$ cat src/shared/ncb_regs.svh
// register offsets, reset values and field layout for the channel b nco presets
`ifndef NCB_REGS_SVH
`define NCB_REGS_SVH
`define NCB_FREQ_PRESET0_OFS 12'h240
`define NCB_PHASE_PRESET0_OFS 12'h244
`define NCB_FREQ_PRESET1_OFS 12'h248
`define NCB_PHASE_PRESET1_OFS 12'h24c
`define NCB_FREQ_PRESET2_OFS 12'h250
`define NCB_PHASE_PRESET2_OFS 12'h254
`define NCB_FREQ_PRESET3_OFS 12'h258
`define NCB_PHASE_PRESET3_OFS 12'h25c
`define NCB_BASE_OFS 12'h240
`define NCB_FREQ_RESET 32'hc0000000
`define NCB_PHASE_RESET 16'h0000
`define NCB_FREQ_MSB 31
`define NCB_PHASE_MSB 15
`define NCB_PRESETS 4
`endif

$ cat src/shared/ncb_pkg.sv
// types for the channel b nco preset bank
package ncb_pkg;
  typedef logic [31:0] ncb_freq_t;
  typedef logic [15:0] ncb_phase_t;
  typedef logic [11:0] ncb_addr_t;
  typedef logic [1:0] ncb_sel_t;
  typedef struct packed {
    ncb_freq_t [3:0] freq;
    ncb_phase_t [3:0] phase;
    logic [31:0] rdata;
    ncb_freq_t nco_freq;
    logic [31:0] nco_phase;
    logic nco_valid;
  } ncb_state_s;
endpackage

$ cat src/hdl/ncb_preset_bank.sv
// channel b nco preset registers with selected-preset output
// Behaviour
// - four rw 32-bit frequency words, reset c0000000
// - four rw 16-bit phase words, reset zero
// - interleaved mode ignores channel b presets
// - frequency words at 240, 248, 250, 258
// - phase words at 244, 24c, 254, 25c
// - phase word left justified into 32 bits on nco_phase, zero-extended on readback
// - phase signed or unsigned, same result
`include "ncb_regs.svh"
module ncb_preset_bank (
  // clock and reset
  input wire logic core_clk,
  input wire logic reset,
  // register access from the serial port decoder
  input wire logic reg_wr,
  input wire logic reg_rd,
  input wire ncb_pkg::ncb_addr_t reg_addr,
  input wire logic [31:0] reg_wdata,
  output logic [31:0] reg_rdata,
  // mode and preset selection
  input wire logic interleave_mode,
  input wire ncb_pkg::ncb_sel_t preset_sel,
  // to the oscillator
  output ncb_pkg::ncb_freq_t nco_freq,
  output logic [31:0] nco_phase,
  output logic nco_valid
);
  import ncb_pkg::*;

  // ----------------------------------------
  // state and decoded access
  // ----------------------------------------
  ncb_state_s s_q;
  ncb_state_s s_d;
  logic [3:0] freq_we;
  logic [3:0] phase_we;
  logic rd_hit;
  logic rd_miss;

  // ----------------------------------------
  // address decode
  // ----------------------------------------
  // exact match only, so misaligned and foreign offsets fall out
  function automatic logic is_mapped(input ncb_addr_t a);
    case (a)
      `NCB_FREQ_PRESET0_OFS: is_mapped = 1'h1;
      `NCB_PHASE_PRESET0_OFS: is_mapped = 1'h1;
      `NCB_FREQ_PRESET1_OFS: is_mapped = 1'h1;
      `NCB_PHASE_PRESET1_OFS: is_mapped = 1'h1;
      `NCB_FREQ_PRESET2_OFS: is_mapped = 1'h1;
      `NCB_PHASE_PRESET2_OFS: is_mapped = 1'h1;
      `NCB_FREQ_PRESET3_OFS: is_mapped = 1'h1;
      `NCB_PHASE_PRESET3_OFS: is_mapped = 1'h1;
      default: is_mapped = 1'h0;
    endcase
  endfunction

  function automatic logic is_freq(input ncb_addr_t a);
    case (a)
      `NCB_FREQ_PRESET0_OFS: is_freq = 1'h1;
      `NCB_FREQ_PRESET1_OFS: is_freq = 1'h1;
      `NCB_FREQ_PRESET2_OFS: is_freq = 1'h1;
      `NCB_FREQ_PRESET3_OFS: is_freq = 1'h1;
      default: is_freq = 1'h0;
    endcase
  endfunction

  function automatic logic is_phase(input ncb_addr_t a);
    case (a)
      `NCB_PHASE_PRESET0_OFS: is_phase = 1'h1;
      `NCB_PHASE_PRESET1_OFS: is_phase = 1'h1;
      `NCB_PHASE_PRESET2_OFS: is_phase = 1'h1;
      `NCB_PHASE_PRESET3_OFS: is_phase = 1'h1;
      default: is_phase = 1'h0;
    endcase
  endfunction

  function automatic ncb_sel_t preset_of(input ncb_addr_t a);
    case (a)
      `NCB_FREQ_PRESET0_OFS: preset_of = 2'h0;
      `NCB_PHASE_PRESET0_OFS: preset_of = 2'h0;
      `NCB_FREQ_PRESET1_OFS: preset_of = 2'h1;
      `NCB_PHASE_PRESET1_OFS: preset_of = 2'h1;
      `NCB_FREQ_PRESET2_OFS: preset_of = 2'h2;
      `NCB_PHASE_PRESET2_OFS: preset_of = 2'h2;
      `NCB_FREQ_PRESET3_OFS: preset_of = 2'h3;
      `NCB_PHASE_PRESET3_OFS: preset_of = 2'h3;
      default: preset_of = 2'h0;
    endcase
  endfunction

  function automatic logic [3:0] freq_strobes(input logic wr, input ncb_addr_t a);
    freq_strobes = 4'h0;
    case (a)
      `NCB_FREQ_PRESET0_OFS: freq_strobes = {3'h0, wr};
      `NCB_FREQ_PRESET1_OFS: freq_strobes = {2'h0, wr, 1'h0};
      `NCB_FREQ_PRESET2_OFS: freq_strobes = {1'h0, wr, 2'h0};
      `NCB_FREQ_PRESET3_OFS: freq_strobes = {wr, 3'h0};
      default: freq_strobes = 4'h0;
    endcase
  endfunction

  function automatic logic [3:0] phase_strobes(input logic wr, input ncb_addr_t a);
    phase_strobes = 4'h0;
    case (a)
      `NCB_PHASE_PRESET0_OFS: phase_strobes = {3'h0, wr};
      `NCB_PHASE_PRESET1_OFS: phase_strobes = {2'h0, wr, 1'h0};
      `NCB_PHASE_PRESET2_OFS: phase_strobes = {1'h0, wr, 2'h0};
      `NCB_PHASE_PRESET3_OFS: phase_strobes = {wr, 3'h0};
      default: phase_strobes = 4'h0;
    endcase
  endfunction

  // ----------------------------------------
  // field shaping
  // ----------------------------------------
  function automatic ncb_freq_t freq_field(input logic [31:0] w);
    freq_field = w[`NCB_FREQ_MSB:0];
  endfunction

  function automatic ncb_phase_t phase_field(input logic [31:0] w);
    phase_field = w[`NCB_PHASE_MSB:0];
  endfunction

  // unused upper half of a phase word reads back as zero
  function automatic logic [31:0] phase_readback(input ncb_phase_t p);
    phase_readback = {16'h0000, p};
  endfunction

  // raw bit pattern kept, so signed and unsigned readings agree mod one turn
  function automatic logic [31:0] phase_to_acc(input ncb_phase_t p);
    phase_to_acc = {p, 16'h0000};
  endfunction

  function automatic logic [31:0] read_word(input ncb_state_s st, input ncb_addr_t a);
    if (is_phase(a)) begin
      read_word = phase_readback(st.phase[preset_of(a)]);
    end else if (is_freq(a)) begin
      read_word = st.freq[preset_of(a)];
    end else begin
      read_word = 32'h00000000;
    end
  endfunction

  // ----------------------------------------
  // preset selection
  // ----------------------------------------
  function automatic ncb_freq_t select_freq(input ncb_state_s st, input ncb_sel_t sel);
    select_freq = st.freq[sel];
  endfunction

  function automatic logic [31:0] select_phase(input ncb_state_s st, input ncb_sel_t sel);
    select_phase = phase_to_acc(st.phase[sel]);
  endfunction

  // ----------------------------------------
  // reset values
  // ----------------------------------------
  function automatic ncb_state_s reset_state();
    ncb_state_s st;
    for (int i = 0; i < `NCB_PRESETS; i++) begin
      st.freq[i] = `NCB_FREQ_RESET;
      st.phase[i] = `NCB_PHASE_RESET;
    end
    st.rdata = 32'h00000000;
    st.nco_freq = 32'h00000000;
    st.nco_phase = 32'h00000000;
    st.nco_valid = 1'h0;
    reset_state = st;
  endfunction

  // ----------------------------------------
  // access qualification
  // ----------------------------------------
  assign freq_we = freq_strobes(reg_wr, reg_addr);
  assign phase_we = phase_strobes(reg_wr, reg_addr);
  assign rd_hit = reg_rd && is_mapped(reg_addr);
  assign rd_miss = reg_rd && !is_mapped(reg_addr);

  // ----------------------------------------
  // next state
  // ----------------------------------------
  always_comb begin
    s_d = s_q;
    // register writes
    for (int i = 0; i < `NCB_PRESETS; i++) begin
      if (freq_we[i]) begin
        s_d.freq[i] = freq_field(reg_wdata);
      end
      if (phase_we[i]) begin
        s_d.phase[i] = phase_field(reg_wdata);
      end
    end
    // registered read data, taken from storage before this edge's write
    if (rd_hit) begin
      s_d.rdata = read_word(s_q, reg_addr);
    end
    if (rd_miss) begin
      s_d.rdata = 32'h00000000;
    end
    // selected preset towards the oscillator
    s_d.nco_freq = select_freq(s_q, preset_sel);
    s_d.nco_phase = select_phase(s_q, preset_sel);
    s_d.nco_valid = 1'h1;
    // interleaved mode, channel b settings disregarded
    if (interleave_mode) begin
      s_d.nco_freq = 32'h00000000;
      s_d.nco_phase = 32'h00000000;
      s_d.nco_valid = 1'h0;
    end
    // synchronous reset
    if (reset) begin
      s_d = reset_state();
    end
  end

  // ----------------------------------------
  // state register
  // ----------------------------------------
  always_ff @(posedge core_clk) begin
    s_q <= s_d;
  end

  // ----------------------------------------
  // outputs, straight from the state register
  // ----------------------------------------
  assign reg_rdata = s_q.rdata;
  assign nco_freq = s_q.nco_freq;
  assign nco_phase = s_q.nco_phase;
  assign nco_valid = s_q.nco_valid;
endmodule // ncb_preset_bank

$ cat config.mk
export PLATFORM = sky130hd
export DESIGN_NAME = ncb_preset_bank
export DESIGN_NICKNAME = d
export VERILOG_FILES = /design/src/shared/ncb_pkg.sv /design/src/hdl/ncb_preset_bank.sv
export VERILOG_INCLUDE_DIRS = /design/src /design/src/shared
export SDC_FILE = /design/constraint.sdc
export NUM_CORES = 1
export LEC_CHECK = 0
export BUFFER_PORTS_ARGS = -buffer_cell sky130_fd_sc_hd__buf_2
export CAP_MARGIN = 20
export CORE_MARGIN = 3
export CORE_UTILIZATION = 30
export CTS_CLUSTER_SIZE = 30
export DETAILED_ROUTE_END_ITERATION = 7
export PLACE_DENSITY = 0.48
export SETUP_SLACK_MARGIN = 0.02
export SYNTH_ARGS = -nofsm -noshare
export SYNTH_HDL_FRONTEND = slang
export SYNTH_SLANG_ARGS = --single-unit
$ cat constraint.sdc
create_clock -name core_clk -period 4.07 [get_ports core_clk]
set_input_delay 0.6105 -clock core_clk [delete_from_list [all_inputs] [get_ports core_clk]]
set_output_delay 0.6105 -clock core_clk [all_outputs]
set_load 0.03 [all_outputs]
==> metrics.md <==
| Metric | Value |
|---|---|
| Outcome | complete, no violations |
| Setup TNS | 0 ns |
| Drt first pass iters | 7 |
| Post-CTS setup buffer count | 0 |
| Port buffer count | 131 |
| Worst-path clk slew | approximately 0.060 ns |
| Root Buffer | clkbuf_16 |
| Pwr dens | between 400 and 500 nW/um^2 |
| Synth cell count leaders | nand2_1, dfxtp_1, a21oi_1 |
| Slew HR | 0.286 |
| Worst endpoint required time | ~4.5 ns |
| Most common cell in the netlist | nand2_1 |
| Hold_ws | ~0.31 ns |
| Synth cell types | 39 |
| Vias | between 9k and 10k |
| Hold buffers post-CTS | 0 |
| Routability Congestion | about 0.78 |
| Drc violations | 0 |
| Final setup violation count | 0 |
| CTS tree | yes |
| Critical Path End Type | flop |
| Die H | around 210 um |
| TritonCTS Buffers | 31 |
| Max-cap violations | 0 |
| Clock buffer depth | 3 |
| Hold Vio Cnt, Final | 0 |
| Row count | 73 |
| Syn Area/Cell | about 8.6 sq um |
| Clock sink count | 273 |
| Main area contributors after synthesis | dfxtp_1, nand2_1, mux4_2, a21oi_1, buf_4 |
| Drt wl/cell | approximately 20 um |
| Initial antenna violation count | 6 |
| Syn. warnings | 0 |
| Reg2Reg Launch Point | s_q[128] |
| HP Start | reg_wdata[16] |
| Core area | roughly 40000 sq um |
| Pleak | slightly below 5 nW |
| Nets | ~1.5k |
| Crit path kind | in -> reg |
| Area grow syn2layout | 11.9% |
| FF-to-FF End | reg_rdata[15] |
| Flop and latch count out of synthesis | 273 |
| Final ANT Viol Nets | 0 |
| Fin. max-slew vios | 0 |
| Share of the synthesized area in the top cell type | 0.443 |
| Largest net degree at the start of global routing | 149 |
| Hold path endpoint | s_q[209] |
| Fmax | around 0.41 GHz |
| Largest area contributor in the netlist | dfxtp_1 |
| IO Count | 148 |
| Routed wire length | between 40 and 50 mm |
| Worst-Margin Slew | 1.07 ns |
| Starting density of the core | 0.307 |
| Die Wd | about 210 um |
| Sequential share of the synthesized area | 0.443 |
| Global-route wire length before repair | slightly above 60 mm |
| Skew final | 0.0223 ns |
| Final cycle utilization of the critical path | 0.597 |
| Vias in the first global route | 9593 |
| Post-synth EDFFs | 0 |
| Number of H-tree levels | 1 |
| Startpoint Class | primary input |
| Post-cts sizing count | 0 |
| Max VDD drop | roughly 320 uV |
| Reg2reg setup slack | 2.86 ns |
| Vias per inst | a little over 5 |
| Netlist Area Pre-Place | 12300 sq um |
| Most used flip-flop cell after synthesis | dfxtp_1 |
| Mapped Cells | ~1.4k |
| Grt ovf | 0 |
| Crit path time final | 2.43 ns |
| Share of cells above drive strength 1 | 0.210 |
| Crit path max fanout | 23 |
| R2R cell count | 3 |
| Clock insertion delay at the later pin of the skew report | ~0.58 ns |
| HPWL after DPL | 24.5 mm |
| Post-synth ARST share | 0 |
| Tot GR Track Use | 0.178 |
| Tightest Hold Check Type | in -> reg |
| Die ar. | 43600 sq um |
| Hold path depth | 3 |
| RSZ-0062 raised after global routing | false |
| Initial DRC count | 795 |
| CP arrival | around 2.9 ns |
[how the worst max path moves through the flow]
stage	startpoint	to	slack, ns	depth (start not counted)
floorplan	reg_addr[5]	s_q[167]	1.90	7
global placement	reg_addr[5]	s_q[202]	1.11	7
detailed placement	reg_addr[5]	s_q[207]	1.01	7
CTS	reg_addr[5]	s_q[211]	1.61	7
global route	reg_addr[5]	s_q[258]	1.48	7
finish	reg_addr[5]	s_q[211]	1.64	7
[final cells by class]
| cell class | instances | area (sq um) |
|---|---|---|
| Clock buffer | 46 | 922 |
| Clock inverter | 12 | 118 |
| Tap cell | 525 | 657 |
| Fill cell | 4171 | 26400 |
| Timing Repair Buffer | 159 | 930 |
| Sequential cell | 273 | 5470 |
| Inverter | 1 | 3.75 |
| Antenna cell | 2 | 5.00 |
| Multi-Input combinational cell | 954 | 5710 |
[critical path: stages]
cell and delay, ns:
buf_2 0.10, nor3b_1 0.57, nand4_1 0.40, or3_1 0.64, buf_4 0.35, nand2_1 0.11
a21oi_1 0.06
[placed cells by master (no fill, tap or decap), drive strengths merged, types with 20 or more instances in the layout]
cell type	n
a21oi	184
and2	52
buf	159
clkbuf	46
dfxtp	273
mux2i	33
mux4	48
nand2	436
o21ai	47
or2	20
[flip-flops by register name, summed over array words and instances (netlist names)]
register	cells
nco_valid	1
nco_phase	16
s_q	192
nco_freq	32
reg_rdata	32
[stage by stage]
| step | std cells | setup slack (ns) | util | cell area, sq um | total power [mW] |
|---|---|---|---|---|---|
| CTS | 1969 | 1.61 | 0.343 | 13800 | 5.86 |
| floorplan | 1449 | 1.90 | - | 12400 | 2.92 |
| detailed placement | 1911 | 1.01 | 0.317 | 12700 | 3.00 |
| finish | 1972 | 1.64 | 0.344 | 13800 | 5.79 |
| global placement | 1911 | 1.11 | 0.317 | 12700 | 3.00 |
| global route | 1972 | 1.48 | 0.344 | 13800 | 6.00 |
[report_power, final]
group / leakage, nW / switching [mW] / internal, mW
clock network: 0.522 / 1.16 / 1.69
logic: 2.25 / 0.194 / 0.0763
registers: 2.20 / 0.000457 / 2.67
[logic make-up after synthesis]
kind of cell / share of synthesized area
flip-flops: 0.443
buffers and inverters: 0.101
AND/OR/NAND/NOR: 0.191
AO/OA/AOI/OAI: 0.137
multiplexers: 0.128
other: 0.000304
[layer usage]
metal	wire (um)	up-vias	GRT usage
met5	61	-	0
met3	2520	69	0.0341
li1	-	4712	-
met2	18100	340	0.279
met1	18500	4838	0.251
met4	896	8	0.0469
Note: power is estimated with default switching activity, not from simulation.
